--- src/rtl/dio_port_regs.svh ---
// Register offsets, field positions and reset values of the digital I/O port.
// Assumes inclusion by bare name from the design file and the testbench.
`ifndef DIO_PORT_REGS_SVH
`define DIO_PORT_REGS_SVH

// ----------------------------------------
// Register byte offsets
// ----------------------------------------
`define OFS_DIRECTION 12'h000
`define OFS_DRIVE_MODE 12'h004
`define OFS_OUT_DATA 12'h008
`define OFS_IN_DATA 12'h00C
`define OFS_PFI_CTRL 12'h010
`define OFS_EVENT_COUNT 12'h014
`define OFS_ACQ_STATUS 12'h018

// ----------------------------------------
// Field positions
// ----------------------------------------
`define PFI_CTRL_FUNC_BIT 0
`define PFI_CTRL_RISING_BIT 1
`define PFI_CTRL_ARM_BIT 2
`define PFI_CTRL_CLR_CNT_BIT 3
`define ACQ_STATUS_WAIT_BIT 0
`define ACQ_STATUS_FIRED_BIT 1
`define LANE_W 8

// ----------------------------------------
// Reset values
// ----------------------------------------
`define RST_DIRECTION 12'h000
`define RST_DRIVE_MODE 12'h000
`define RST_OUT_DATA 12'h000
`define RST_COUNT 32'h0000_0000
`define RST_PFI_RISING 1'b1
`define PFI_IDLE_LEVEL 1'b1

`endif

--- src/rtl/dio_port_pkg.sv ---
// Types shared by the digital I/O port with edge counter.
// Assumes the register header is on the include path.
package dio_port_pkg;

  typedef enum logic [1:0] {
    TRIG_IDLE = 2'b00,
    TRIG_WAIT = 2'b01,
    TRIG_FIRED = 2'b10
  } trig_state_t;

  typedef enum logic {
    PFI_FUNC_TRIGGER = 1'b0,
    PFI_FUNC_COUNTER = 1'b1
  } pfi_func_t;

  typedef struct packed {
    logic [7:0] port_a;
    logic [3:0] port_b;
  } line_vec_t;

  typedef struct packed {
    logic psel;
    logic penable;
    logic pwrite;
    logic [11:0] paddr;
    logic [31:0] pwdata;
  } apb_req_t;

endpackage

--- src/rtl/dio_port.sv ---
// Twelve-line digital I/O port with a programmable function input that acts
// as acquisition start trigger or 32-bit falling-edge counter, plus 5 V gate.
// Assumes an APB master on clk_sys and external pull-ups on every line.
//
// Contract
// - Twelve lines: eight port A, four port B
// - Each line has its own direction bit
// - Reset leaves all lines undriven inputs
// - Reset drive mode is open-drain
// - Push-pull drive selectable per line
// - Line transfers only on software register access
// - Function select: trigger or event counter
// - Acquisition held until selected edge seen
// - Trigger polarity rising or falling selectable
// - Counter increments on each falling edge
// - Auxiliary 5 V disabled during USB suspend
`timescale 1ns/100ps
`default_nettype none
`include "dio_port_regs.svh"

module dio_port #(
  parameter int LINES_A = 8,
  parameter int LINES_B = 4,
  parameter int COUNT_W = 32,
  parameter bit PUSH_PULL_SUPPORTED = 1'b1
) (
  input wire logic clk_sys,
  input wire logic reset,
  input wire logic psel,
  input wire logic penable,
  input wire logic pwrite,
  input wire logic [11:0] paddr,
  input wire logic [31:0] pwdata,
  input wire logic [3:0] pstrb,
  output logic [31:0] prdata,
  output logic pready,
  output logic pslverr,
  input wire logic [LINES_A-1:0] port_a_lines_i,
  output logic [LINES_A-1:0] port_a_lines_o,
  output logic [LINES_A-1:0] port_a_lines_oe,
  input wire logic [LINES_B-1:0] port_b_lines_i,
  output logic [LINES_B-1:0] port_b_lines_o,
  output logic [LINES_B-1:0] port_b_lines_oe,
  input wire logic programmable_function_input,
  input wire logic usb_suspend,
  output logic aux_5v_enable,
  output logic acquisition_start_trigger,
  output logic acquisition_waiting
);

  localparam int LINES = LINES_A + LINES_B;

  // ----------------------------------------
  // Bus decode
  // ----------------------------------------
  dio_port_pkg::apb_req_t req;
  logic wr_en;
  logic rd_en;
  logic addr_ok;

  assign req = '{psel: psel, penable: penable, pwrite: pwrite, paddr: paddr, pwdata: pwdata};
  assign pready = 1'b1;
  assign wr_en = req.psel && req.penable && req.pwrite;
  assign rd_en = req.psel && req.penable && !req.pwrite;

  always_comb begin
    unique case (req.paddr)
      `OFS_DIRECTION, `OFS_DRIVE_MODE, `OFS_OUT_DATA, `OFS_IN_DATA,
      `OFS_PFI_CTRL, `OFS_EVENT_COUNT, `OFS_ACQ_STATUS: addr_ok = 1'b1;
      default: addr_ok = 1'b0;
    endcase
  end

  assign pslverr = req.psel && req.penable && !addr_ok;

  // ----------------------------------------
  // Line configuration and output data
  // ----------------------------------------
  logic [LINES-1:0] direction_q;
  logic [LINES-1:0] drive_mode_q;
  logic [LINES-1:0] out_data_q;
  logic [LINES-1:0] in_data_q;
  logic [LINES-1:0] wmask;

  // Byte lanes 0 and 1 cover the twelve line bits
  assign wmask = {{(LINES-`LANE_W){pstrb[1]}}, {`LANE_W{pstrb[0]}}};

  always_ff @(posedge clk_sys) begin
    if (reset) begin
      direction_q <= LINES'(`RST_DIRECTION);
    end else if (wr_en && req.paddr == `OFS_DIRECTION) begin
      direction_q <= (direction_q & ~wmask) | (req.pwdata[LINES-1:0] & wmask);
    end
  end

  always_ff @(posedge clk_sys) begin
    if (reset) begin
      drive_mode_q <= LINES'(`RST_DRIVE_MODE);
    end else if (wr_en && req.paddr == `OFS_DRIVE_MODE && PUSH_PULL_SUPPORTED) begin
      drive_mode_q <= (drive_mode_q & ~wmask) | (req.pwdata[LINES-1:0] & wmask);
    end
  end

  always_ff @(posedge clk_sys) begin
    if (reset) begin
      out_data_q <= LINES'(`RST_OUT_DATA);
    end else if (wr_en && req.paddr == `OFS_OUT_DATA) begin
      out_data_q <= (out_data_q & ~wmask) | (req.pwdata[LINES-1:0] & wmask);
    end
  end

  // ----------------------------------------
  // Pin drive
  // ----------------------------------------
  logic [LINES-1:0] pin_o;
  logic [LINES-1:0] pin_oe;

  genvar gi;
  generate
    for (gi = 0; gi < LINES; gi++) begin : g_line
      // Open-drain lines only ever drive low
      assign pin_o[gi] = drive_mode_q[gi] ? out_data_q[gi] : 1'b0;
      assign pin_oe[gi] = direction_q[gi] && (drive_mode_q[gi] || !out_data_q[gi]);
    end
  endgenerate

  assign port_a_lines_o = pin_o[LINES_A-1:0];
  assign port_a_lines_oe = pin_oe[LINES_A-1:0];
  assign port_b_lines_o = pin_o[LINES-1:LINES_A];
  assign port_b_lines_oe = pin_oe[LINES-1:LINES_A];

  // ----------------------------------------
  // Input synchronisers
  // ----------------------------------------
  logic [LINES-1:0] line_meta_q;
  logic [LINES-1:0] line_sync_q;
  dio_port_pkg::line_vec_t raw_lines;
  logic pfi_meta_q;
  logic pfi_sync_q;
  logic pfi_prev_q;
  logic usb_meta_q;
  logic usb_sync_q;

  assign raw_lines = '{port_a: port_a_lines_i, port_b: port_b_lines_i};

  always_ff @(posedge clk_sys) begin
    if (reset) begin
      line_meta_q <= '0;
      line_sync_q <= '0;
    end else begin
      line_meta_q <= {raw_lines.port_b, raw_lines.port_a};
      line_sync_q <= line_meta_q;
    end
  end

  // Sample taken only when software reads the input register
  always_ff @(posedge clk_sys) begin
    if (reset) begin
      in_data_q <= '0;
    end else if (req.psel && !req.penable && !req.pwrite && req.paddr == `OFS_IN_DATA) begin
      in_data_q <= line_sync_q;
    end
  end

  // Reset to the pulled-up idle level, so no false edge follows reset
  always_ff @(posedge clk_sys) begin
    if (reset) begin
      pfi_meta_q <= `PFI_IDLE_LEVEL;
      pfi_sync_q <= `PFI_IDLE_LEVEL;
    end else begin
      pfi_meta_q <= programmable_function_input;
      pfi_sync_q <= pfi_meta_q;
    end
  end

  // Edge history, fed only from the second synchroniser stage
  always_ff @(posedge clk_sys) begin
    if (reset) begin
      pfi_prev_q <= `PFI_IDLE_LEVEL;
    end else begin
      pfi_prev_q <= pfi_sync_q;
    end
  end

  always_ff @(posedge clk_sys) begin
    if (reset) begin
      usb_meta_q <= 1'b0;
      usb_sync_q <= 1'b0;
    end else begin
      usb_meta_q <= usb_suspend;
      usb_sync_q <= usb_meta_q;
    end
  end

  // ----------------------------------------
  // Function input control
  // ----------------------------------------
  dio_port_pkg::pfi_func_t func_q;
  logic rising_sel_q;
  logic rise_evt;
  logic fall_evt;
  logic edge_hit;
  logic ctrl_wr;

  assign rise_evt = pfi_sync_q && !pfi_prev_q;
  assign fall_evt = !pfi_sync_q && pfi_prev_q;
  assign edge_hit = rising_sel_q ? rise_evt : fall_evt;
  assign ctrl_wr = wr_en && req.paddr == `OFS_PFI_CTRL && pstrb[0];

  always_ff @(posedge clk_sys) begin
    if (reset) begin
      func_q <= dio_port_pkg::PFI_FUNC_TRIGGER;
    end else if (ctrl_wr) begin
      func_q <= dio_port_pkg::pfi_func_t'(req.pwdata[`PFI_CTRL_FUNC_BIT]);
    end
  end

  always_ff @(posedge clk_sys) begin
    if (reset) begin
      rising_sel_q <= `RST_PFI_RISING;
    end else if (ctrl_wr) begin
      rising_sel_q <= req.pwdata[`PFI_CTRL_RISING_BIT];
    end
  end

  // ----------------------------------------
  // Start trigger
  // ----------------------------------------
  dio_port_pkg::trig_state_t trig_q;
  logic arm_req;

  // Arming is ignored when the same write selects counter duty
  assign arm_req = ctrl_wr && req.pwdata[`PFI_CTRL_ARM_BIT] &&
    dio_port_pkg::pfi_func_t'(req.pwdata[`PFI_CTRL_FUNC_BIT]) == dio_port_pkg::PFI_FUNC_TRIGGER;

  always_ff @(posedge clk_sys) begin
    if (reset) begin
      trig_q <= dio_port_pkg::TRIG_IDLE;
    end else begin
      unique case (trig_q)
        dio_port_pkg::TRIG_IDLE: begin
          if (arm_req) begin
            trig_q <= dio_port_pkg::TRIG_WAIT;
          end
        end
        dio_port_pkg::TRIG_WAIT: begin
          // Leaving trigger duty while waiting disarms
          if (func_q != dio_port_pkg::PFI_FUNC_TRIGGER) begin
            trig_q <= dio_port_pkg::TRIG_IDLE;
          end else if (edge_hit) begin
            trig_q <= dio_port_pkg::TRIG_FIRED;
          end
        end
        dio_port_pkg::TRIG_FIRED: begin
          trig_q <= arm_req ? dio_port_pkg::TRIG_WAIT : dio_port_pkg::TRIG_IDLE;
        end
        default: trig_q <= dio_port_pkg::TRIG_IDLE;
      endcase
    end
  end

  always_ff @(posedge clk_sys) begin
    if (reset) begin
      acquisition_start_trigger <= 1'b0;
    end else begin
      acquisition_start_trigger <= trig_q == dio_port_pkg::TRIG_WAIT &&
        func_q == dio_port_pkg::PFI_FUNC_TRIGGER && edge_hit;
    end
  end

  // ----------------------------------------
  // Status
  // ----------------------------------------
  assign acquisition_waiting = trig_q == dio_port_pkg::TRIG_WAIT;

  // ----------------------------------------
  // Event counter
  // ----------------------------------------
  logic [COUNT_W-1:0] count_q;
  logic fired_q;
  logic fired_clr;

  assign fired_clr = wr_en && req.paddr == `OFS_ACQ_STATUS && req.pwdata[`ACQ_STATUS_FIRED_BIT];

  always_ff @(posedge clk_sys) begin
    if (reset) begin
      count_q <= COUNT_W'(`RST_COUNT);
    end else if (func_q == dio_port_pkg::PFI_FUNC_COUNTER && fall_evt) begin
      count_q <= count_q + 1'b1;
    end else if (ctrl_wr && req.pwdata[`PFI_CTRL_CLR_CNT_BIT]) begin
      count_q <= COUNT_W'(`RST_COUNT);
    end
  end

  // Sticky fired flag; an edge in the clearing cycle wins
  always_ff @(posedge clk_sys) begin
    if (reset) begin
      fired_q <= 1'b0;
    end else if (acquisition_start_trigger) begin
      fired_q <= 1'b1;
    end else if (fired_clr) begin
      fired_q <= 1'b0;
    end
  end

  // ----------------------------------------
  // Auxiliary supply gate
  // ----------------------------------------
  always_ff @(posedge clk_sys) begin
    if (reset) begin
      aux_5v_enable <= 1'b0;
    end else begin
      aux_5v_enable <= !usb_sync_q;
    end
  end

  // ----------------------------------------
  // Read data
  // ----------------------------------------
  logic [31:0] rdata_d;

  always_comb begin
    rdata_d = 32'h0000_0000;
    unique case (req.paddr)
      `OFS_DIRECTION: rdata_d[LINES-1:0] = direction_q;
      `OFS_DRIVE_MODE: rdata_d[LINES-1:0] = drive_mode_q;
      `OFS_OUT_DATA: rdata_d[LINES-1:0] = out_data_q;
      `OFS_IN_DATA: rdata_d[LINES-1:0] = in_data_q;
      `OFS_PFI_CTRL: begin
        rdata_d[`PFI_CTRL_FUNC_BIT] = func_q;
        rdata_d[`PFI_CTRL_RISING_BIT] = rising_sel_q;
      end
      `OFS_EVENT_COUNT: rdata_d[COUNT_W-1:0] = count_q;
      `OFS_ACQ_STATUS: begin
        rdata_d[`ACQ_STATUS_WAIT_BIT] = acquisition_waiting;
        rdata_d[`ACQ_STATUS_FIRED_BIT] = fired_q;
      end
      default: rdata_d = 32'h0000_0000;
    endcase
  end

  assign prdata = rd_en ? rdata_d : 32'h0000_0000;

endmodule // dio_port

`default_nettype wire

--- config.mk ---
export PLATFORM = sky130hd
export DESIGN_NAME = dio_port
export DESIGN_NICKNAME = d
export VERILOG_FILES = /design/src/rtl/dio_port_pkg.sv /design/src/rtl/dio_port.sv
export VERILOG_INCLUDE_DIRS = /design/src /design/src/rtl
export SDC_FILE = /design/constraint.sdc
export NUM_CORES = 1
export LEC_CHECK = 0
export BUFFER_PORTS_ARGS = -buffer_cell sky130_fd_sc_hd__buf_2
export CAP_MARGIN = 25
export CORE_UTILIZATION = 40
export CTS_CLUSTER_SIZE = 12
export DETAILED_ROUTE_END_ITERATION = 10
export PLACE_DENSITY = 0.69
export SLEW_MARGIN = 10
export SYNTH_ARGS = -nofsm -noshare
export SYNTH_HDL_FRONTEND = slang
export SYNTH_SLANG_ARGS = --single-unit
--- constraint.sdc ---
create_clock -name clk_sys -period 5.72 [get_ports clk_sys]
set_input_delay 1.144 -clock clk_sys [delete_from_list [all_inputs] [get_ports clk_sys]]
set_output_delay 1.144 -clock clk_sys [all_outputs]
set_load 0.1 [all_outputs]
==> results of run 1 <==
## per-stage QoR
stage	util, %	power (mW)	hold slack, ns	instances
floorplan	-	0.885	0.368	634
global placement	45.8	0.915	0.369	884
detailed placement	45.8	0.917	0.371	884
CTS	50.3	1.97	0.382	916
global route	50.3	2.01	0.384	916
finish	50.3	1.95	0.381	916
## routing by layer
layer / track usage [%] / up-vias / part of all wire (%)
li1: - / 2444 / -
met1: 26.2 / 2449 / 41
met2: 36.9 / 225 / 47
met3: 6.27 / 52 / 7.1
met4: 11.6 / 2 / 4.1
met5: 0 / - / 0.085
## cells in the mapped netlist, types with 2 or more instances
master / number
nand4b_1: 8
xor2_1: 2
nor4_4: 3
o211ai_1: 9
or4_1: 2
o31ai_1: 8
nor2_1: 62
nor4_2: 3
nand2_1: 51
dfxtp_1: 116
a221oi_1: 6
or2_2: 11
nand2b_1: 5
a21boi_0: 12
and3b_1: 2
nor4_1: 2
nor3_1: 7
mux2_2: 6
nand3_1: 27
nand4_1: 14
or3_1: 12
a31oi_1: 2
a22oi_1: 17
buf_2: 3
o21ai_0: 2
a21oi_1: 48
and4_1: 2
nor2b_1: 33
nand2_2: 10
inv_1: 14
and2_1: 14
clkbuf_1: 32
mux2i_1: 31
and3_1: 26
nand3b_1: 6
a21oi_2: 10
## how the worst max path moves through the flow
stage                        start    endpoint  slack [ns]  cells after the start
after floorplan           paddr[9]   prdata[3]        0.62                      7
after global placement    paddr[9]  prdata[30]        1.02                      7
after detailed placement  paddr[9]  prdata[30]        0.99                      7
after CTS                 paddr[9]  prdata[30]        0.97                      7
after global routing      paddr[9]  prdata[30]        0.88                      7
final                     paddr[9]  prdata[30]        0.94                      7
## kinds of logic (layout without fill, tap and decap cells)
logic type,count (synthesis),count (layout),synth area share (%)
AND/OR/NAND/NOR,305,305,31.2
XOR/XNOR,2,2,0.320
buffers and inverters,52,158,4.14
other,1,1,0.0686
AO/OA/AOI/OAI,120,120,14.7
multiplexers,37,37,6.91
adder cells (fa/ha/maj),1,1,0.229
flip-flops,116,116,42.5
## report_power, final
group | total, mW | switching (mW) | internal (mW) | leakage, nW
clock | 1.05 | 0.395 | 0.658 | 0.285
combinational | 0.0793 | 0.0535 | 0.0258 | 1.45
sequential | 0.821 | 0.00285 | 0.818 | 0.941
total | 1.95 | 0.451 | 1.50 | 2.67
## final cells by class
| type | count | share of cell area [%] |
|---|---|---|
| clock inverters | 13 | 2.24 |
| repair buffers | 112 | 8.72 |
| flip-flops and latches | 116 | 34.7 |
| inverters | 14 | 0.786 |
| well taps | 176 | 3.29 |
| clock buffers | 19 | 6.62 |
| multi-input cells | 466 | 43.6 |
==> impl_metrics.py, run 1 <==
metrics = {
    "synthesis": {
        "synth_cell_type_count": 52,
        "postSynthAreaPerCell_um2": 8.62,
        "synthCells": 634,
        "async_flop_share_pct": 0,
        "synth_edf_count": 0,
        "syn-num-nets": 702,
        "synth_top_area_share_pct": 42.5,
        "synth_area_leaders": "dfxtp_1 42%, mux2i_1 5.7%, a21oi_1 4.4%",
        "seq_area_frac_synth_pct": 42.5,
        "syn_area_um2": 5470,
        "synth_flop_cell": "dfxtp_1",
        "ys_ff_latch": 116,
        "synth_top_area_cell": "dfxtp_1",
        "ys_warn_count": 0,
    },
    "worst_hold_path": {
        "holdPathEnd": "aux_5v_enable",
        "hold_path.class": "flip-flop to flip-flop",
        "holdPathStages": 1,
        "hold_start": "usb_sync_q",
    },
    "floorplan": {
        "die_h_um": 119,
        "num_rows": 42,
        "start_util_pct": 41.1,
        "core_um2": 13300,
        "dieArea_um2": 14100,
        "pin_count": 128,
        "die_w_um": 119,
    },
    "placement": {
        "dpl.hpwl_um": 10800,
        "dpl-instance-area_um2": 6100,
        "dp_slack_ns": 0.986,
        "gp_congestion": 0.871,
        "io_buffers": 104,
    },
    "setup_path": {
        "worstReg2RegEnd": "count_q[27]",
        "end_kind": "output port",
        "cp_common_cell": "buf_2",
        "path_class": "primary input to output port",
        "crit_fanout": 20,
        "required_ns": 4.58,
        "crit_arrival_ns": 3.63,
        "cp_cell_sequence": "buf_2 -> or4_4 -> nor2_2 -> and4_1 -> buf_4 -> and3_1 -> buf_2",
        "path_buf_inv": 3,
        "rr_worst_depth": 5,
        "cp_top_family": "simple AND/OR/NAND/NOR gates",
        "critPathLaunchType": "primary input",
        "rrSetupSlack_ns": 3.27,
        "reg2reg_from": "func_q",
        "crit_path_max_incr_delay_ns": 0.61,
        "cpMaxStageDelayCell": "or4_4",
    },
    "cells_and_area": {
        "drive_gt1_share_pct": 25.9,
        "area_growth_pct": 22.4,
        "multi_input_area_um2": 2920,
        "layout_commonest_cell": "dfxtp_1",
        "fin_area_um2": 6690,
        "nFillCells": 1227,
        "regArea_um2": 2320,
        "num_antenna_cells": 0,
        "final_nets": 795,
        "final_cell_mix": "116 x dfxtp_1, 103 x buf_2, 62 x nor2_1",
    },
    "power": {
        "leakage_nw": 2.67,
        "powerDensity_nw_per_um2": 292,
        "ir_drop_v": 0.000191,
    },
    "drt": {
        "dr_total_vias": 5172,
        "viasPerCell": 5.65,
        "ant_nets": 0,
        "wirelength_um": 15200,
        "wire_per_inst_um": 16.6,
        "firstDrtPassIters": 6,
        "drt-initial-drc-count": 435,
        "drc": 0,
    },
    "job": {
        "maxCapViolCount": 0,
    },
    "cts": {
        "clk_path_buf_depth": 2,
        "cts_resized": 0,
        "cts.clk_slew.worst_paths_ns": 0.06,
        "cts_tree": "built",
        "insertion_delay_ns": 0.42,
        "postCtsHoldBufs": 0,
        "htreeDepth": 4,
        "cts_buffers": 17,
        "post_cts_buffers": 0,
        "clock_sinks": 116,
        "clockRootBuffer": "clkbuf_16",
    },
    "timing": {
        "worst_slack_ns": 0.943,
        "min_period_ns": 4.78,
        "setup_tns_ns": 0,
        "tightestPinTransition_ns": 0.856,
        "fmax_mhz": 209,
        "finalHoldViolCount": 0,
        "relSlewSlack_pct": 42.9,
        "fin_skew_ns": 0.00574,
        "rsz0062_at_grt": "false",
        "drv_slew": 0,
        "fin_crit_sh_pct": 83.5,
        "setup_viol_count_final": 0,
    },
    "status": {
        "status": "finished, final reports clean",
    },
    "grt": {
        "grt-ovfl-total": 0,
        "grt_pass1_vias": 4990,
        "grt_pass1_wl_um": 24700,
        "grt_start_max_net_pins": 85,
        "grtUsageTotal_pct": 22.3,
        "antenna_found_initial": 1,
    },
}
No activity file was read; power rests on OpenSTA's default activity.
==> run 2: changes to the inputs <==
==> constraint.sdc (replaced) <==
create_clock -name clk_sys -period 4.6 [get_ports clk_sys]
set_input_delay 0.92 -clock clk_sys [delete_from_list [all_inputs] [get_ports clk_sys]]
set_output_delay 0.92 -clock clk_sys [all_outputs]
set_load 0.1 [all_outputs]
==> impl_metrics.py, run 2 (synthesis results as in run 1) <==
metrics = {
    "status": {
        "status": "finished, final reports clean",
    },
    "setup_path": {
        "crit_path_max_incr_delay_ns": 0.61,
        "end_kind": "output port",
        "reg2reg_from": "func_q",
        "rrSetupSlack_ns": 2.21,
        "rr_worst_depth": 5,
        "cp_top_family": "simple AND/OR/NAND/NOR gates",
        "crit_fanout": 30,
        "required_ns": 3.68,
        "cp_common_cell": "buf_2",
        "critPathLaunchType": "primary input",
        "cp_num_cells": 7,
        "path_class": "primary input to output port",
        "cpMaxStageDelayCell": "or4_4",
        "path_buf_inv": 3,
        "worstReg2RegEnd": "count_q[29]",
        "crit_arrival_ns": 3.10,
        "cp_cell_sequence": "buf_2 -> or4_4 -> nor2_2 -> and4_1 -> buf_4 -> and3_1 -> buf_2",
    },
    "cts": {
        "clock_sinks": 116,
        "insertion_delay_ns": 0.41,
        "clk_path_buf_depth": 2,
        "htreeDepth": 4,
        "postCtsHoldBufs": 0,
        "post_cts_buffers": 0,
        "cts_tree": "built",
        "cts.clk_slew.worst_paths_ns": 0.06,
        "clockRootBuffer": "clkbuf_16",
        "cts_buffers": 17,
        "cts_resized": 0,
    },
    "placement": {
        "io_buffers": 104,
        "dpl-instance-area_um2": 6280,
        "dpl.hpwl_um": 10600,
        "gp_congestion": 0.887,
    },
    "cells_and_area": {
        "layout_commonest_cell": "dfxtp_1",
        "nFillCells": 1211,
        "fin_area_um2": 6830,
        "area_growth_pct": 24.9,
        "drive_gt1_share_pct": 26.8,
        "final_cell_mix": "116 x dfxtp_1, 93 x buf_2, 62 x nor2_1",
        "final_nets": 797,
    },
    "timing": {
        "drv_slew": 0,
        "setup_viol_count_final": 0,
        "setup_tns_ns": 0,
        "finalHoldViolCount": 0,
        "tightestPinTransition_ns": 0.833,
        "fin_crit_sh_pct": 87.3,
        "fmax_mhz": 249,
        "min_period_ns": 4.02,
        "rsz0062_at_grt": "false",
        "fin_skew_ns": 0.00696,
        "relSlewSlack_pct": 44.0,
    },
    "drt": {
        "wire_per_inst_um": 15.9,
        "firstDrtPassIters": 5,
        "wirelength_um": 14600,
        "drc": 0,
        "drt-initial-drc-count": 346,
        "ant_nets": 0,
        "viasPerCell": 5.48,
        "dr_total_vias": 5041,
    },
    "power": {
        "swShare_pct": 24.7,
        "power.internal_mw": 1.75,
        "p_seq_share_pct": 43.8,
        "p_clk_share_pct": 51.9,
        "power.total_mw": 2.33,
        "powerDensity_nw_per_um2": 341,
        "ir_drop_v": 0.000306,
        "leakage_nw": 2.69,
        "combPwrFrac_pct": 4.2,
        "power.switching_mw": 0.575,
    },
    "worst_hold_path": {
        "holdPathEnd": "aux_5v_enable",
        "hold_start": "usb_sync_q",
        "hold_path.class": "flip-flop to flip-flop",
        "holdPathStages": 1,
    },
    "floorplan": {
        "die_w_um": 119,
        "start_util_pct": 41.1,
        "num_rows": 42,
        "core_um2": 13300,
        "die_h_um": 119,
        "dieArea_um2": 14100,
        "pin_count": 128,
    },
    "grt": {
        "grt-ovfl-total": 0,
        "grt_start_max_net_pins": 76,
        "antenna_found_initial": 2,
        "grt_pass1_vias": 4800,
        "grtUsageTotal_pct": 21.6,
        "grt_pass1_wl_um": 23800,
    },
    "job": {
        "maxCapViolCount": 0,
    },
}
==> run 2: how the worst max path moves through the flow <==
stage,endpoint,slack [ns],from
floorplan,prdata[0],0.11,trig_q[0]
global placement,prdata[22],0.67,paddr[9]
detailed placement,prdata[12],0.61,paddr[9]
CTS,prdata[18],0.60,paddr[9]
global route,prdata[24],0.49,paddr[9]
finish,prdata[12],0.58,paddr[9]
==> run 2: final cells by class <==
class | instances | area [µm²] | area share (%)
Tap cell | 176 | 220 | 3.22
Inverter | 14 | 52.6 | 0.769
Sequential cell | 116 | 2320 | 34.0
Multi-Input combinational cell | 466 | 2940 | 43.0
Clock inverter | 14 | 116 | 1.70
Clock buffer | 18 | 429 | 6.28
Timing Repair Buffer | 114 | 748 | 11.0
Antenna cell | 2 | 5.00 | 0.0733
==> run 2: per-layer routing <==
layer / up-vias / share of wire [%] / global-route usage, % / wire [µm]
li1: 2446 / - / - / -
met1: 2404 / 44 / 26.7 / 6390
met2: 159 / 48 / 34.8 / 7070
met3: 32 / 5.6 / 5.56 / 818
met4: 0 / 2.5 / 10.5 / 369
met5: - / 0 / 0 / 0
==> run 2: power groups by stage <==
stage          clock network [mW]  registers [mW]  logic, mW
3_3_place_gp                    0            1.04     0.0948
6_report                     1.21            1.02     0.0987
5_1_grt                      1.28            1.02      0.106
3_5_place_dp                    0            1.04     0.0973
4_1_cts                      1.23            1.02     0.0975
2_1_floorplan                   0            1.05     0.0544
==> run 2: worst reg2reg max path: cells and delay by family (launching register included) <==
family	cells	cell delay (ns)
simple gates	4	1.78
flops	1	0.39
compound gates	1	0.14
==> run 2: metrics by stage <==
step                      worst slack (ns)  util, %  std cells  hold slack [ns]
after floorplan                      0.108        -        634            0.368
after global placement               0.674     47.2        886            0.369
after detailed placement             0.607     47.2        886            0.376
after CTS                            0.604     51.3        918            0.388
after global routing                 0.490     51.4        920            0.435
final                                0.582     51.4        920            0.387
==> run 3: changes to the inputs <==
--- a/config.mk
+++ b/config.mk
@@ -9,6 +9,8 @@
 export BUFFER_PORTS_ARGS = -buffer_cell sky130_fd_sc_hd__buf_2
 export CAP_MARGIN = 25
 export CORE_UTILIZATION = 40
+export CTS_BUF_LIST = sky130_fd_sc_hd__clkbuf_4 sky130_fd_sc_hd__clkbuf_8
+export CTS_CLUSTER_DIAMETER = 200
 export CTS_CLUSTER_SIZE = 12
 export DETAILED_ROUTE_END_ITERATION = 10
 export PLACE_DENSITY = 0.69
==> impl_metrics.py, run 3 (synthesis results as in run 1) <==
metrics = {
    "drt": {
        "viasPerCell": 5.50,
        "ant_nets": 0,
        "firstDrtPassIters": 5,
        "wirelength_um": 14600,
        "drt-initial-drc-count": 343,
        "wire_per_inst_um": 15.9,
        "dr_total_vias": 5052,
        "drc": 0,
    },
    "worst_hold_path": {
        "hold_start": "usb_sync_q",
        "holdPathStages": 1,
        "holdPathEnd": "aux_5v_enable",
        "hold_path.class": "flip-flop to flip-flop",
    },
    "timing": {
        "min_period_ns": 4.02,
        "setup_viol_count_final": 0,
        "tightestPinTransition_ns": 0.865,
        "fin_skew_ns": 0.00761,
        "fin_crit_sh_pct": 87.3,
        "setup_tns_ns": 0,
        "finalHoldViolCount": 0,
        "hold_ws_ns": 0.389,
        "rsz0062_at_grt": "false",
        "relSlewSlack_pct": 41.9,
        "worst_slack_ns": 0.583,
        "drv_slew": 0,
        "fmax_mhz": 249,
    },
    "cts": {
        "cts_resized": 0,
        "cts.clk_slew.worst_paths_ns": 0.08,
        "postCtsHoldBufs": 0,
        "insertion_delay_ns": 0.44,
        "cts_buffers": 17,
        "cts_tree": "built",
        "post_cts_buffers": 0,
        "clk_path_buf_depth": 2,
        "htreeDepth": 4,
        "clock_sinks": 116,
        "clockRootBuffer": "clkbuf_8",
    },
    "cells_and_area": {
        "layout_commonest_cell": "dfxtp_1",
        "drive_gt1_share_pct": 27.0,
        "regArea_um2": 2320,
        "multi_input_area_um2": 2940,
        "final_nets": 797,
        "num_antenna_cells": 0,
        "area_growth_pct": 21.4,
        "final_cell_mix": "116 x dfxtp_1, 93 x buf_2, 62 x nor2_1",
        "nFillCells": 1229,
        "post-route-util_pct": 49.9,
    },
    "setup_path": {
        "critPathLaunchType": "primary input",
        "rrSetupSlack_ns": 2.23,
        "cp_common_cell": "buf_2",
        "reg2reg_from": "pfi_sync_q",
        "cpMaxStageDelayCell": "or4_4",
        "end_kind": "output port",
        "cp_top_family": "simple AND/OR/NAND/NOR gates",
        "path_class": "primary input to output port",
        "rr_worst_depth": 5,
        "crit_fanout": 30,
        "crit_path_max_incr_delay_ns": 0.61,
        "path_buf_inv": 3,
        "crit_arrival_ns": 3.10,
        "required_ns": 3.68,
        "worstReg2RegEnd": "count_q[29]",
        "cp_cell_sequence": "buf_2 -> or4_4 -> nor2_2 -> and4_1 -> buf_4 -> and3_1 -> buf_2",
    },
    "grt": {
        "grt_start_max_net_pins": 76,
        "grt-ovfl-total": 0,
        "grtUsageTotal_pct": 21.4,
        "grt_pass1_wl_um": 23600,
        "grt_pass1_vias": 4797,
        "antenna_found_initial": 0,
    },
    "placement": {
        "dp_slack_ns": 0.607,
        "io_buffers": 104,
        "dpl.hpwl_um": 10600,
        "gp_congestion": 0.887,
    },
    "floorplan": {
        "dieArea_um2": 14100,
        "pin_count": 128,
        "die_h_um": 119,
        "die_w_um": 119,
        "start_util_pct": 41.1,
        "num_rows": 42,
        "core_um2": 13300,
    },
    "power": {
        "power.total_mw": 1.97,
        "leakage_nw": 2.61,
        "ir_drop_v": 0.000245,
        "powerDensity_nw_per_um2": 297,
    },
    "status": {
        "status": "finished, final reports clean",
    },
    "job": {
        "maxCapViolCount": 0,
    },
}
-- run 3: cell types whose count changed in the layout (fill, tap and decap cells not counted), sizes merged --
| cell | change |
|---|---|
| diode | -2 |
-- run 3: per-layer routing --
metal  part of all wire, %  up-vias  wire, µm  GRT usage [%]
met5                     0        -         0              0
met4                   2.9        0       420           11.2
met3                   6.0       34       877           5.27
met2                    48      166      7010           34.5
met1                    43     2407      6280           26.2
li1                      -     2445         -              -
-- run 3: power breakdown --
| group | internal, mW | switching (mW) |
|---|---|---|
| Combinational | 0.0332 | 0.0655 |
| Clock | 0.393 | 0.461 |
| Sequential | 1.02 | 0.00312 |
-- run 3: final cells by class --
type,instances,area share (%)
clock inverter,14,1.75
tap,176,3.32
clock buffer,18,3.64
sequential,116,35.0
inverter,14,0.792
multi-input combinational,466,44.2
timing repair buffer,114,11.3
-- run 3: worst max-delay path by stage --
stage                          from          to  slack, ns  depth (start not counted)
after floorplan           trig_q[0]   prdata[0]       0.11                          4
after detailed placement   paddr[9]  prdata[12]       0.61                          7
after global routing       paddr[9]  prdata[24]       0.50                          7
after CTS                  paddr[9]  prdata[12]       0.60                          7
after global placement     paddr[9]  prdata[22]       0.67                          7
final                      paddr[9]  prdata[12]       0.58                          7
-- run 3: through the flow --
stage,std cells,instance area [µm²]
6_report,918,6640
3_3_place_gp,886,6280
2_1_floorplan,634,5490
5_1_grt,918,6640
3_5_place_dp,886,6280
4_1_cts,918,6640
